## config.mk

```make
export PLATFORM = sky130hd
export DESIGN_NAME = ieg_top
export DESIGN_NICKNAME = d
export VERILOG_FILES = /design/src/core/ieg_pkg.sv /design/src/core/ieg_fifo_if.sv /design/src/core/ieg_fifo.sv /design/src/core/ieg_top.sv
export SDC_FILE = /design/constraint.sdc
export NUM_CORES = 1
export LEC_CHECK = 0
export ABC_AREA = 1
export BUFFER_PORTS_ARGS = -buffer_cell sky130_fd_sc_hd__clkbuf_2
export CAP_MARGIN = 40
export CORE_MARGIN = 2
export CORE_UTILIZATION = 57
export DETAILED_ROUTE_END_ITERATION = 10
export GPL_ROUTABILITY_DRIVEN = 0
export PLACE_DENSITY = 0.8
export SYNTH_ARGS = -nofsm -noshare
export SYNTH_HDL_FRONTEND = slang
export SYNTH_SLANG_ARGS = --single-unit
```

## constraint.sdc

```tcl
create_clock -name REF_CLK -period 3.25 [get_ports REF_CLK]
set_clock_uncertainty 0.05 [all_clocks]
set_input_delay 0.4875 -clock REF_CLK [delete_from_list [all_inputs] [get_ports REF_CLK]]
set_output_delay 0.4875 -clock REF_CLK [all_outputs]
set_load 0.05 [all_outputs]
```

## src/core/ieg_pkg.sv

```systemverilog
// constants shared by the expansion bus sequencer and its request queue
// assumes one 40 MHz reference clock; each reference cycle is half an H1 cycle
package ieg_pkg;
    localparam int ADDR_W = 24;
    localparam int DATA_W = 32;
    localparam int WS_W = 3;
    localparam int CNT_W = 5;
    localparam int FIFO_DEPTH = 4;
    localparam int REQ_W = 1 + ADDR_W + DATA_W;
    // field positions inside a queued request word
    localparam int REQ_WR_POS = ADDR_W + DATA_W;
    localparam int REQ_ADDR_POS = DATA_W;
    localparam int REQ_DATA_POS = 0;
    // timing: periods in ns, IO_CYCLE_H1 in H1 cycles, the other cycle and strobe lengths in half H1 cycles (one reference clock each)
    localparam int REF_CLK_NS = 25;
    localparam int H1_PERIOD_NS = 2 * REF_CLK_NS;
    localparam int IO_CYCLE_H1 = 2;
    localparam int IO_CYCLE_HALVES = IO_CYCLE_H1 * H1_PERIOD_NS / REF_CLK_NS;
    localparam logic [CNT_W-1:0] IO_STROBE_HALVES = CNT_W'(IO_CYCLE_HALVES - 1);
    localparam logic [CNT_W-1:0] MEM_STROBE_HALVES = 5'h01;
    // reset values
    localparam logic [ADDR_W-1:0] ADDR_RST = 24'h000000;
    localparam logic [DATA_W-1:0] DATA_RST = 32'h00000000;

    typedef enum logic [1:0] {IEG_IDLE, IEG_SETUP, IEG_STROBE} ieg_state_t;
    typedef enum logic {IEG_KIND_IO, IEG_KIND_MEM} ieg_kind_t;
endpackage : ieg_pkg

```

## src/core/ieg_fifo_if.sv

```systemverilog
// valid/ready carrier between request queue and bus sequencer
// assumes both ends run on the same clock
`timescale 1ns/100ps
interface ieg_fifo_if #(parameter int W = 8);
    logic push_valid;
    logic push_ready;
    logic [W-1:0] push_data;
    logic pop_valid;
    logic pop_ready;
    logic [W-1:0] pop_data;
    modport fifo (input push_valid, push_data, pop_ready,
                  output push_ready, pop_valid, pop_data);
    modport user (output push_valid, push_data, pop_ready,
                  input push_ready, pop_valid, pop_data);
endinterface : ieg_fifo_if

```

## src/core/ieg_fifo.sv

```systemverilog
// request queue with valid/ready on both sides
// assumes one clock and an asynchronous active-low reset
`timescale 1ns/100ps
module ieg_fifo
    import ieg_pkg::*;
#(
    parameter int W = 8,
    parameter int DEPTH = 4
)
(
    // clock and reset
    input wire logic clk,
    input wire logic rst_n,
    // queue ports
    ieg_fifo_if.fifo q
);
    localparam int PW = (DEPTH > 1) ? $clog2(DEPTH) : 1;

    typedef struct packed {
        logic [DEPTH-1:0][W-1:0] mem;
        logic [PW-1:0] wr;
        logic [PW-1:0] rd;
        logic [PW:0] cnt;
    } ieg_fifo_st_t;

    ieg_fifo_st_t st_ff;
    ieg_fifo_st_t nxt_st;
    logic do_push;
    logic do_pop;

    function automatic logic [PW-1:0] wrap_inc(input logic [PW-1:0] p);
        wrap_inc = (p == PW'(DEPTH - 1)) ? '0 : PW'(p + 1'b1);
    endfunction : wrap_inc

    // full and empty straight from the occupancy count
    assign q.push_ready = (st_ff.cnt != (PW + 1)'(DEPTH));
    assign q.pop_valid = (st_ff.cnt != '0);
    assign q.pop_data = st_ff.mem[st_ff.rd];
    assign do_push = q.push_valid && q.push_ready;
    assign do_pop = q.pop_valid && q.pop_ready;

    always_comb
    begin
        nxt_st = st_ff;
        if (do_push)
        begin
            nxt_st.mem[st_ff.wr] = q.push_data;
            nxt_st.wr = wrap_inc(st_ff.wr);
        end
        if (do_pop)
        begin
            nxt_st.rd = wrap_inc(st_ff.rd);
        end
        if (do_push && !do_pop)
        begin
            nxt_st.cnt = (PW + 1)'(st_ff.cnt + 1'b1);
        end
        else if (do_pop && !do_push)
        begin
            nxt_st.cnt = (PW + 1)'(st_ff.cnt - 1'b1);
        end
    end

    always_ff @(posedge clk or negedge rst_n)
    begin
        if (!rst_n)
        begin
            st_ff <= '0;
        end
        else
        begin
            st_ff <= nxt_st;
        end
    end
endmodule : ieg_fifo

```

## src/core/ieg_top.sv

```systemverilog
// expansion bus sequencer: io-strobe cycles from queued requests, memory-strobe cycles from the direct MEM_REQ request
// assumes user requests synchronous to REF_CLK; converter glue sits outside the pins
`timescale 1ns/100ps
// Function
// - io cycle lasts two H1 cycles
// - direction high reads, low writes
// - memory and io strobes never together
// - expansion bus independent of primary bus
// - slow converter read gets two wait states
// - device drives data only on writes
// - address at H1 fall, strobe after rise
module ieg_top
    import ieg_pkg::*;
#(
    parameter int DEPTH = FIFO_DEPTH
)
(
    // clock and reset
    input wire logic REF_CLK,
    input wire logic RST_N,
    // io request stream
    input wire logic REQ_VALID,
    output logic REQ_READY,
    input wire logic REQ_WRITE,
    input wire logic [ADDR_W-1:0] REQ_ADDR,
    input wire logic [DATA_W-1:0] REQ_DATA,
    // memory-strobe request
    input wire logic MEM_REQ,
    input wire logic MEM_WRITE,
    input wire logic [ADDR_W-1:0] MEM_ADDR,
    input wire logic [DATA_W-1:0] MEM_DATA,
    output logic MEM_DONE,
    // software wait states for io cycles
    input wire logic [WS_W-1:0] IO_WAIT_STATES,
    // read results
    output logic [DATA_W-1:0] RD_DATA,
    output logic RD_VALID,
    output logic BUSY,
    // expansion bus pins
    output logic PHASE_ONE_CLOCK,
    output logic [ADDR_W-1:0] EXPANSION_ADDR,
    output logic EXPANSION_DIRECTION,
    output logic IO_CYCLE_STROBE_N,
    output logic MEMORY_EXPANSION_STROBE_N,
    input wire logic [DATA_W-1:0] EXPANSION_DATA_IN,
    output logic [DATA_W-1:0] EXPANSION_DATA_OUT,
    output logic EXPANSION_DATA_OE
);
    typedef struct packed {
        ieg_state_t state;
        ieg_kind_t kind;
        logic h1;
        logic [CNT_W-1:0] cnt;
        logic [ADDR_W-1:0] addr;
        logic dir;
        logic io_strb_n;
        logic mem_strb_n;
        logic [DATA_W-1:0] dout;
        logic doe;
        logic [DATA_W-1:0] rd_data;
        logic rd_valid;
        logic mem_done;
    } ieg_st_t;

    ieg_st_t st_ff;
    ieg_st_t nxt_st;
    logic launch_slot;
    logic [REQ_W-1:0] head;

    ieg_fifo_if #(.W(REQ_W)) rq ();

    ieg_fifo #(.W(REQ_W), .DEPTH(DEPTH)) u_fifo (
        .clk(REF_CLK),
        .rst_n(RST_N),
        .q(rq)
    );

    assign rq.push_valid = REQ_VALID;
    assign rq.push_data = {REQ_WRITE, REQ_ADDR, REQ_DATA};
    assign REQ_READY = rq.push_ready;
    assign head = rq.pop_data;

    // a new cycle may start only where H1 is about to fall
    assign launch_slot = (st_ff.state == IEG_IDLE) && st_ff.h1;
    // io requests win; a memory request waits for an empty queue
    assign rq.pop_ready = launch_slot;

    always_comb
    begin
        nxt_st = st_ff;
        nxt_st.h1 = !st_ff.h1;
        nxt_st.rd_valid = 1'b0;
        nxt_st.mem_done = 1'b0;
        case (st_ff.state)
            IEG_IDLE:
            begin
                if (launch_slot && rq.pop_valid)
                begin
                    nxt_st.state = IEG_SETUP;
                    nxt_st.kind = IEG_KIND_IO;
                    nxt_st.addr = head[REQ_ADDR_POS +: ADDR_W];
                    nxt_st.dir = !head[REQ_WR_POS];
                    nxt_st.dout = head[REQ_DATA_POS +: DATA_W];
                    nxt_st.doe = head[REQ_WR_POS];
                end
                else if (launch_slot && MEM_REQ)
                begin
                    nxt_st.state = IEG_SETUP;
                    nxt_st.kind = IEG_KIND_MEM;
                    nxt_st.addr = MEM_ADDR;
                    nxt_st.dir = !MEM_WRITE;
                    nxt_st.dout = MEM_DATA;
                    nxt_st.doe = MEM_WRITE;
                end
            end
            IEG_SETUP:
            begin
                // strobe low at the H1 rise
                nxt_st.state = IEG_STROBE;
                if (st_ff.kind == IEG_KIND_IO)
                begin
                    nxt_st.io_strb_n = 1'b0;
                    nxt_st.cnt = CNT_W'(IO_STROBE_HALVES + {IO_WAIT_STATES, 1'b0});
                end
                else
                begin
                    nxt_st.mem_strb_n = 1'b0;
                    nxt_st.cnt = MEM_STROBE_HALVES;
                end
            end
            IEG_STROBE:
            begin
                if (st_ff.cnt == 5'h01)
                begin
                    // strobe rises on an H1 fall; next cycle's address comes at the following H1 fall, one H1 cycle later
                    nxt_st.state = IEG_IDLE;
                    nxt_st.io_strb_n = 1'b1;
                    nxt_st.mem_strb_n = 1'b1;
                    nxt_st.doe = 1'b0;
                    nxt_st.cnt = '0;
                    nxt_st.mem_done = (st_ff.kind == IEG_KIND_MEM);
                    if (st_ff.dir)
                    begin
                        nxt_st.rd_data = EXPANSION_DATA_IN;
                        nxt_st.rd_valid = (st_ff.kind == IEG_KIND_IO);
                    end
                end
                else
                begin
                    nxt_st.cnt = CNT_W'(st_ff.cnt - 1'b1);
                end
            end
            default:
            begin
                nxt_st.state = IEG_IDLE;
            end
        endcase
    end

    // own sequencer, no primary bus coupling
    always_ff @(posedge REF_CLK or negedge RST_N)
    begin
        if (!RST_N)
        begin
            st_ff.state <= IEG_IDLE;
            st_ff.kind <= IEG_KIND_IO;
            st_ff.h1 <= 1'b0;
            st_ff.cnt <= '0;
            st_ff.addr <= ADDR_RST;
            st_ff.dir <= 1'b1;
            st_ff.io_strb_n <= 1'b1;
            st_ff.mem_strb_n <= 1'b1;
            st_ff.dout <= DATA_RST;
            st_ff.doe <= 1'b0;
            st_ff.rd_data <= DATA_RST;
            st_ff.rd_valid <= 1'b0;
            st_ff.mem_done <= 1'b0;
        end
        else
        begin
            st_ff <= nxt_st;
        end
    end

    assign PHASE_ONE_CLOCK = st_ff.h1;
    assign EXPANSION_ADDR = st_ff.addr;
    assign EXPANSION_DIRECTION = st_ff.dir;
    assign IO_CYCLE_STROBE_N = st_ff.io_strb_n;
    assign MEMORY_EXPANSION_STROBE_N = st_ff.mem_strb_n;
    assign EXPANSION_DATA_OUT = st_ff.dout;
    assign EXPANSION_DATA_OE = st_ff.doe;
    assign RD_DATA = st_ff.rd_data;
    assign RD_VALID = st_ff.rd_valid;
    assign MEM_DONE = st_ff.mem_done;
    assign BUSY = (st_ff.state != IEG_IDLE) || rq.pop_valid;
endmodule : ieg_top

```

==> results_dict.tcl, run 1 <==
set metrics [dict create \
    synth_commonest_cells "nand2_1 (435), o21ai_0 (398), dfrtp_1 (335), inv_1 (171), a21oi_1 (165)" \
    synth_top_cell_by_area "dfrtp_1" \
    cts_tree "yes" \
    max_freq_ghz 0.4389 \
    ios 250 \
    ys_ff_latch 338 \
    start_kind "register" \
    r2r-end "EXPANSION_ADDR[4]" \
    synth_area_leaders "dfrtp_1 (52%), o21ai_0 (12%), nand2_1 (10%)" \
    instances_no_fill 2442 \
    htreeDepth 2 \
    tns_ps 0 \
    avgSynthCellArea_um2 8.318 \
    grt_pass1_wl_um 65470 \
    grt_pass1_vias 12877 \
    fillerInstances 2295 \
    die_x_um 172.2 \
    clockBufferDepth 3 \
    drt-wirelength-per-cell_um 16.79 \
    cts.clk_slew.worst_paths_ps 60 \
    r2r_slack_ps 970 \
    setup_viol 0 \
    drive_gt1_frac 0.1736 \
    groute.usage.overall 0.2758 \
    slew_violations 0 \
    post-dp-hpwl_um 25270 \
    finish.utilization 0.6470 \
    fin_crit_sh 0.7011 \
    area_growth_pct 11.75 \
    ys_warn_count 0 \
    p_leak_nw 8.857 \
    drtIter0Drc 1259 \
    fin_nets 2207 \
    hold_slack_ps 174.6 \
    post-route-min-period_ps 2279 \
    grt_overflow 0 \
    min_to "RD_DATA[22]" \
    routed_via_density 5.542 \
    clock-root-buffer "clkbuf_16" \
    tightest_slew_ps 875.3 \
    worst-endpoint-required_ps 3620 \
    crit_path_max_fanout 14 \
    syn_nets 2106 \
    dr.pass1.iters 5 \
    wl_um 41000 \
    min_path_type "in2reg" \
    status "complete, no violations" \
    crit_path_end_kind "register" \
    holdPathStages 3 \
    peakVddDrop_v 0.0006513 \
    yosysSeqAreaShare 0.5247 \
    grt_max_degree 90 \
    ff2ff_path_depth 8 \
    maxSlewHeadroom 0.4164 \
    port_buffers 249 \
    p_per_area_nw_per_um2 1167 \
    dpl.cell_count 2379 \
    grt_antenna_before_repair 2 \
    final-hold-violation-count 0 \
    syn_area_um2 16130 \
    arrival_ps 2650 \
    core_area_um2 27860 \
    grt_setup_unrepaired "false" \
    drv_cap 0 \
    hold_path_startpoint "EXPANSION_DATA_IN[22]" \
    row_count 61 \
    synth_most_common_cell "nand2_1" \
    post_cts_resized 0 \
    dieArea_um2 29660 \
    synth_cell_type_count 31 \
    initial_core_util 0.5789 \
    synthFlopType "dfrtp_1" \
    cts.sinks 338 \
    cts_buffers 36 \
    syn-instance-count 1939 \
    synth.top_cell.area_share 0.5198 \
    cp-startpoint "st_ff[102]" \
    synth_edf_count 0 \
    worstSetupPathType "reg2reg" \
    r2r-start "st_ff[102]" \
    die_h_um 172.2 \
    clk_latency_ps 510 \
    ant_nets 0 \
    vias 13534 \
    synthArstFlopShare 1.000 \
    drc_errors 0 \
]
==> critical path: stages, from the launching register on <==
cell and delay [ps]:
dfrtp_1 400, inv_1 110, ha_1 270, nand2_1 150
a21oi_4 470, buf_4 320, buf_4 200, nor3_1 60
a21oi_1 170
==> worst max-delay path by stage <==
stage	to	slack (ps)	depth (start not counted)
2_1_floorplan	u_fifo.st_ff[1]	830	9
5_1_grt	EXPANSION_ADDR[4]	810	8
4_1_cts	BUSY	950	4
3_3_place_gp	EXPANSION_ADDR[11]	1090	8
3_5_place_dp	EXPANSION_ADDR[3]	1000	8
6_report	EXPANSION_ADDR[4]	970	8
==> flip-flops by register name, indices dropped and copies added, names as in the netlist <==
register	count
u_fifo.st_ff	235
EXPANSION_DATA_OUT	32
RD_DATA	32
EXPANSION_ADDR	24
st_ff	8
EXPANSION_DATA_OE	1
EXPANSION_DIRECTION	1
IO_CYCLE_STROBE_N	1
MEMORY_EXPANSION_STROBE_N	1
MEM_DONE	1
PHASE_ONE_CLOCK	1
RD_VALID	1
==> area by class of cell <==
class                      count  area, um2  area share
antenna                        2      5.005   0.0002777
inverter                     172      645.6     0.03582
sequential                   338       8467      0.4698
tap                          378      473.0     0.02624
clock inverter                 6      30.03    0.001666
clock buffer                  54       1050     0.05824
multi-input combinational   1205       5702      0.3163
timing repair buffer         287       1652     0.09163
==> cells in the final DEF (no fill, tap or decap), types with 12 or more instances in the layout <==
master	instances
a21oi_1	165
nand2_1	435
dfrtp_1	333
nand3_1	56
inv_1	167
nor3_1	57
clkbuf_16	37
clkbuf_2	248
o21ai_0	398
ha_1	13
buf_4	29
o21ai_1	36
nor2_1	12
==> where the power goes <==
part / internal (mW) / switching (mW)
clock: 2.22 / 1.60
combinational: 2.82 / 7.18
sequential: 6.28 / 0.934
==> timing repair <==
action / in CTS / in global routing
endpoints found under the setup margin: 0 / 0
hold endpoints to repair: 61 / 0
hold buffers: 1 / 0
setup buffers: 0 / 0
==> cells by family after synthesis <==
kind of cell / after synthesis / synth area share
AOI/OAI and AO/OA: 614 / 0.1935
and+or+nand+nor: 572 / 0.1446
buffers and inverters: 396 / 0.1230
DFF: 338 / 0.5247
adders and majority gates: 14 / 0.01133
xor gates and xnor gates: 4 / 0.002173
muxes: 1 / 0.0006982
==> per-stage QoR <==
step,setup WS (ps),cell area [um2],power (mW)
2_1_floorplan,832.6,16130,15.27
3_3_place_gp,1092,16900,16.72
3_5_place_dp,998.2,16930,17.17
4_1_cts,946.7,18020,21.07
5_1_grt,807.1,18020,22.59
6_report,971.4,18020,21.04
==> metal layers <==
layer | part of all wire | track usage | up-vias | wire length [um]
li1 | - | - | 6454 | -
met1 | 0.43 | 0.3682 | 6490 | 17490
met2 | 0.48 | 0.4625 | 523 | 19590
met3 | 0.074 | 0.05013 | 67 | 3034
met4 | 0.021 | 0.08221 | 0 | 879
met5 | 0 | 0 | - | 0
No activity file was read; power rests on OpenSTA's default activity.
==> inputs of run 2 (changes only) <==
--- a/config.mk
+++ b/config.mk
@@ -5,7 +5,7 @@
 export SDC_FILE = /design/constraint.sdc
 export NUM_CORES = 1
 export LEC_CHECK = 0
-export ABC_AREA = 1
+export ABC_AREA = 0
 export BUFFER_PORTS_ARGS = -buffer_cell sky130_fd_sc_hd__clkbuf_2
 export CAP_MARGIN = 40
 export CORE_MARGIN = 2
==> constraint.sdc (replaced) <==
create_clock -name REF_CLK -period 2.1 [get_ports REF_CLK]
set_clock_uncertainty 0.05 [all_clocks]
set_input_delay 0.315 -clock REF_CLK [delete_from_list [all_inputs] [get_ports REF_CLK]]
set_output_delay 0.315 -clock REF_CLK [all_outputs]
set_load 0.05 [all_outputs]
==> results_dict.tcl, run 2 <==
set metrics [dict create \
    cts.clk_slew.worst_paths_ps 60 \
    drtIter0Drc 370 \
    port_buffers 249 \
    start_kind "register" \
    worst-endpoint-required_ps 1740 \
    vias 9214 \
    layout_commonest_cell "dfrtp_1" \
    drv_cap 0 \
    dpl.cell_count 1548 \
    grt_overflow 0 \
    maxSlewHeadroom 0.5767 \
    cts_tree "yes" \
    syn-instance-count 1070 \
    synth.top_cell.area_share 0.5419 \
    instances_no_fill 1642 \
    synth_top_cell_by_area "dfrtp_1" \
    die_h_um 168.7 \
    grt_setup_unrepaired "false" \
    dieArea_um2 28470 \
    synth_cell_type_count 37 \
    min_path_type "in2reg" \
    p_per_area_nw_per_um2 1804 \
    drt-wirelength-per-cell_um 19.89 \
    worstSetupPathType "reg2out" \
    fillerInstances 1857 \
    initial_core_util 0.5772 \
    core_area_um2 26800 \
    groute.usage.overall 0.2359 \
    drive_gt1_frac 0.5219 \
    ant_nets 0 \
    htreeDepth 2 \
    slew_violations 0 \
    clockBufferDepth 3 \
    synthArstFlopShare 1.000 \
    p_leak_nw 8.485 \
    drc_errors 0 \
    avgSynthCellArea_um2 14.46 \
    largest_reg_flops 235 \
    routed_via_density 5.611 \
    peakVddDrop_v 0.001001 \
    crit_path_end_kind "primary output" \
    cts_buffers 36 \
    grt_antenna_before_repair 2 \
    synth_edf_count 0 \
    synthFlopType "dfrtp_1" \
    ios 250 \
    max_freq_ghz 0.4906 \
    grt_pass1_vias 10035 \
    fin_nets 1442 \
    ys_warn_count 0 \
    syn_area_um2 15470 \
    final_cell_mix "dfrtp_1 (330), mux2_2 (257), clkbuf_2 (247)" \
    synth_area_leaders "dfrtp_1 (54%), mux2_2 (19%), mux4_2 (8.3%)" \
    tightest_slew_ps 635.0 \
    synth_commonest_cells "dfrtp_1 (335), mux2_2 (257), buf_4 (94), nor2_1 (66), a21oi_1 (62)" \
    setup_viol 0 \
    wl_um 32660 \
    dr.pass1.iters 4 \
    top_register "u_fifo.st_ff" \
    clk_latency_ps 520 \
    syn_nets 1237 \
    row_count 60 \
    grt_pass1_wl_um 52860 \
    ys_ff_latch 338 \
    r2r_slack_ps 70 \
    status "complete, no violations" \
    die_x_um 168.7 \
    area_growth_pct 17.70 \
    clock-root-buffer "clkbuf_16" \
    fin_crit_sh 0.9707 \
    synth_most_common_cell "dfrtp_1" \
    post-route-min-period_ps 2038 \
    arrival_ps 1670 \
    yosysSeqAreaShare 0.5470 \
    final-hold-violation-count 0 \
    cts.sinks 338 \
    grt_max_degree 71 \
    hold_slack_ps 15.16 \
    post-dp-hpwl_um 21620 \
    crit_path_max_fanout 4 \
]
run 2: cell types whose count changed after synthesis, sizes merged, moves of 104 or more:
cell / delta
a21oi: -104
inv: -160
mux2: +265
o21ai: -424
nand2: -428
run 2: metal layers:
| metal | wire length, um | GRT usage | up-vias | part of all wire |
|---|---|---|---|---|
| li1 | - | - | 4165 | - |
| met1 | 13830 | 0.3062 | 4730 | 0.42 |
| met2 | 16120 | 0.4027 | 258 | 0.49 |
| met3 | 1740 | 0.04793 | 61 | 0.053 |
| met4 | 967 | 0.07496 | 0 | 0.030 |
| met5 | 0 | 0 | - | 0 |
run 2: worst max-delay path, cell delays in order (launching register included):
cell      delay (ps)
dfrtp_1          400
inv_2            100
ha_4             190
nand3b_1         230
buf_8            230
run 2: layout make-up:
cell class	count	area, um2	share of cell area
antenna	2	5.005	0.0002749
clock buffer	50	1003	0.05511
clock inverter	12	131.4	0.007215
inverter	12	45.04	0.002474
multi-input combinational	571	6007	0.3299
sequential	338	8471	0.4652
tap	341	426.7	0.02343
timing repair buffer	316	2118	0.1163
run 2: power breakdown:
part           leakage (nW)  switching [mW]  internal, mW
registers              3.97            1.86          9.93
clock network         0.558            2.50          3.60
logic                  3.95            8.22          6.75
run 2: what timing repair did:
| item | in CTS | in global routing |
|---|---|---|
| resized for setup | 5 | 4 |
| buffers inserted | 0 | 2 |
| hold endpoints to repair | 84 | 0 |
| hold buffers | 28 | 0 |
| endpoints found under the setup margin | 2 | 5 |
| pin swaps | 0 | 1 |
run 2: path summary, 6_finish.rpt:
kind	startpoint	to	depth (start not counted)
min in group asynchronous	RST_N	u_fifo.st_ff[148]	2
max	st_ff[101]	BUSY	4
max in group asynchronous	RST_N	MEMORY_EXPANSION_STROBE_N	3
min	REQ_DATA[17]	u_fifo.st_ff[24]	2
min reg2reg	u_fifo.st_ff[24]	u_fifo.st_ff[24]	1
max reg2reg	u_fifo.st_ff[1]	u_fifo.st_ff[2]	7
run 2: logic make-up (layout without fill, tap and decap cells):
| group | Yosys count | after routing | synth area share |
|---|---|---|---|
| other | 0 | 2 | 0 |
| adders and majority gates | 14 | 14 | 0.01181 |
| AOI/OAI and AO/OA | 81 | 81 | 0.02993 |
| DFF | 338 | 338 | 0.5470 |
| buffers and inverters | 161 | 390 | 0.06972 |
| and+or+nand+nor | 92 | 92 | 0.02580 |
| muxes | 380 | 380 | 0.3135 |
| xor gates and xnor gates | 4 | 4 | 0.002265 |
run 2: through the flow:
stage	power, mW	area [um2]	worst slack (ps)	TNS, ps	util
CTS	33.07	18180	6.651	0	0.6782
floorplan	24.18	15500	-29.06	-43.33	-
global placement	26.12	16740	104.6	0	0.6247
global route	34.81	18210	21.88	0	0.6793
detailed placement	26.76	16740	43.70	0	0.6247
finish	32.85	18210	61.54	0	0.6794
==> inputs of run 3 (changes only) <==
--- a/config.mk
+++ b/config.mk
@@ -9,10 +9,10 @@
 export BUFFER_PORTS_ARGS = -buffer_cell sky130_fd_sc_hd__clkbuf_2
 export CAP_MARGIN = 40
 export CORE_MARGIN = 2
-export CORE_UTILIZATION = 57
+export CORE_UTILIZATION = 30
 export DETAILED_ROUTE_END_ITERATION = 10
 export GPL_ROUTABILITY_DRIVEN = 0
-export PLACE_DENSITY = 0.8
+export SLEW_MARGIN = 10
 export SYNTH_ARGS = -nofsm -noshare
 export SYNTH_HDL_FRONTEND = slang
 export SYNTH_SLANG_ARGS = --single-unit
==> results_dict.tcl, run 3 (synthesized netlist as in run 2, its figures left out) <==
set metrics [dict create \
    min_path_type "in2reg" \
    hold_path_startpoint "MEM_DATA[10]" \
    p_comb_frac 0.447 \
    grt_pass1_vias 10629 \
    tightest_slew_ps 500.6 \
    worst-endpoint-required_ps 1740 \
    row_count 83 \
    drtIter0Drc 314 \
    grt_overflow 0 \
    p_int_mw 21.36 \
    clk_latency_ps 550 \
    arrival_ps 1640 \
    cts.sinks 338 \
    layout_commonest_cell "dfrtp_1" \
    post-dp-hpwl_um 23720 \
    die_x_um 231.1 \
    cts_tree "yes" \
    ff2ff_path_depth 8 \
    slew_violations 0 \
    routed_via_density 4.566 \
    drv_cap 0 \
    largest_reg_flops 235 \
    instances_no_fill 2113 \
    ant_nets 0 \
    max_freq_ghz 0.4982 \
    final-hold-violation-count 0 \
    grt_max_degree 59 \
    worstSetupPathType "reg2out" \
    port_buffers 249 \
    maxSlewHeadroom 0.6663 \
    p_clk_frac 0.214 \
    wl_um 36850 \
    grt_setup_unrepaired "false" \
    grt_antenna_before_repair 4 \
    drive_gt1_frac 0.4934 \
    drt-wirelength-per-cell_um 17.44 \
    r2r-end "u_fifo.st_ff[1]" \
    peakVddDrop_v 0.0008061 \
    area_growth_pct 29.25 \
    drc_errors 0 \
    cts.clk_slew.worst_paths_ps 60 \
    crit_path_end_kind "primary output" \
    vias 9647 \
    initial_core_util 0.3022 \
    status "complete, no violations" \
    dieArea_um2 53400 \
    ios 250 \
    htreeDepth 2 \
    p_sw_mw 13.10 \
    top_register "u_fifo.st_ff" \
    fillerInstances 4787 \
    grt_pass1_wl_um 58730 \
    cts_buffers 41 \
    p_leak_nw 9.104 \
    setup_viol 0 \
    dr.pass1.iters 4 \
    clock-root-buffer "clkbuf_16" \
    start_kind "register" \
    tns_ps 0 \
    fin_crit_sh 0.9559 \
    core_area_um2 51200 \
    min_to "EXPANSION_DATA_OUT[10]" \
    r2r-start "st_ff[102]" \
    dpl.cell_count 1890 \
    die_h_um 231.1 \
    holdPathStages 3 \
    fin_nets 1563 \
    p_per_area_nw_per_um2 1724 \
    post-route-min-period_ps 2007 \
    crit_path_max_fanout 4 \
    groute.usage.overall 0.1401 \
    clockBufferDepth 3 \
    switching_share 0.3801 \
    final_cell_mix "dfrtp_1 (330), mux2_2 (257), clkbuf_2 (247)" \
    seq_power_share 0.339 \
    r2r_slack_ps 110 \
]
## run 3: metal layers
metal | wire [um] | track usage
met1 | 16810 | 0.1824
met2 | 17700 | 0.2335
met3 | 1398 | 0.02461
met4 | 929 | 0.05262
met5 | 13 | 0
## run 3: final cells by class
cell class | count | area [um2] | area share
clock inverter | 17 | 181.4 | 0.009073
inverter | 12 | 45.04 | 0.002253
sequential | 338 | 8473 | 0.4238
tap | 680 | 850.8 | 0.04255
timing repair buffer | 432 | 3182 | 0.1591
antenna | 4 | 10.01 | 0.0005006
multi-input combinational | 571 | 6007 | 0.3004
clock buffer | 59 | 1246 | 0.06232
## run 3: critical path: stages (launching register included)
cell      delay [ps]
dfrtp_2          460
nor2_4           130
buf_4            110
nand3b_1         180
buf_8            220
## run 3: worst max-delay path by stage
stage | from | to | slack [ps] | cells past startpoint
2_1_floorplan | u_fifo.st_ff[1] | u_fifo.st_ff[2] | -30 | 8
3_3_place_gp | u_fifo.st_ff[1] | EXPANSION_ADDR[17] | 90 | 5
3_5_place_dp | u_fifo.st_ff[2] | EXPANSION_ADDR[20] | 30 | 5
4_1_cts | u_fifo.st_ff[1] | BUSY | 3 | 4
5_1_grt | st_ff[102] | u_fifo.st_ff[2] | 20 | 10
6_report | u_fifo.st_ff[0] | BUSY | 90 | 4
## run 3: what timing repair did
item | in CTS | in global routing
hold endpoints to repair | 363 | 0
setup endpoints to repair | 2 | 26
hold buffers | 135 | 0
gates resized for setup | 7 | 2
setup buffers | 8 | 1
pin swaps | 3 | 1
## run 3: metrics by stage
step | util | cell area, um2 | power [mW] | setup slack (ps) | hold slack (ps)
floorplan | - | 15500 | 24.18 | -29.06 | -30.59
global placement | 0.3343 | 17120 | 26.46 | 90.45 | 209.0
detailed placement | 0.3343 | 17120 | 26.99 | 25.71 | 218.0
CTS | 0.3901 | 19970 | 34.91 | 2.840 | 2.476
global route | 0.3905 | 19990 | 36.60 | 19.84 | 22.67
finish | 0.3906 | 20000 | 34.46 | 92.63 | 30.22
## run 3: power by group through the flow
stage / Combinational, mW / Sequential, mW / Clock, mW
2_1_floorplan: 13.0 / 11.2 / 0
3_3_place_gp: 14.9 / 11.6 / 0
3_5_place_dp: 15.2 / 11.8 / 0
4_1_cts: 15.6 / 11.7 / 7.63
5_1_grt: 16.7 / 12.1 / 7.87
6_report: 15.4 / 11.7 / 7.36
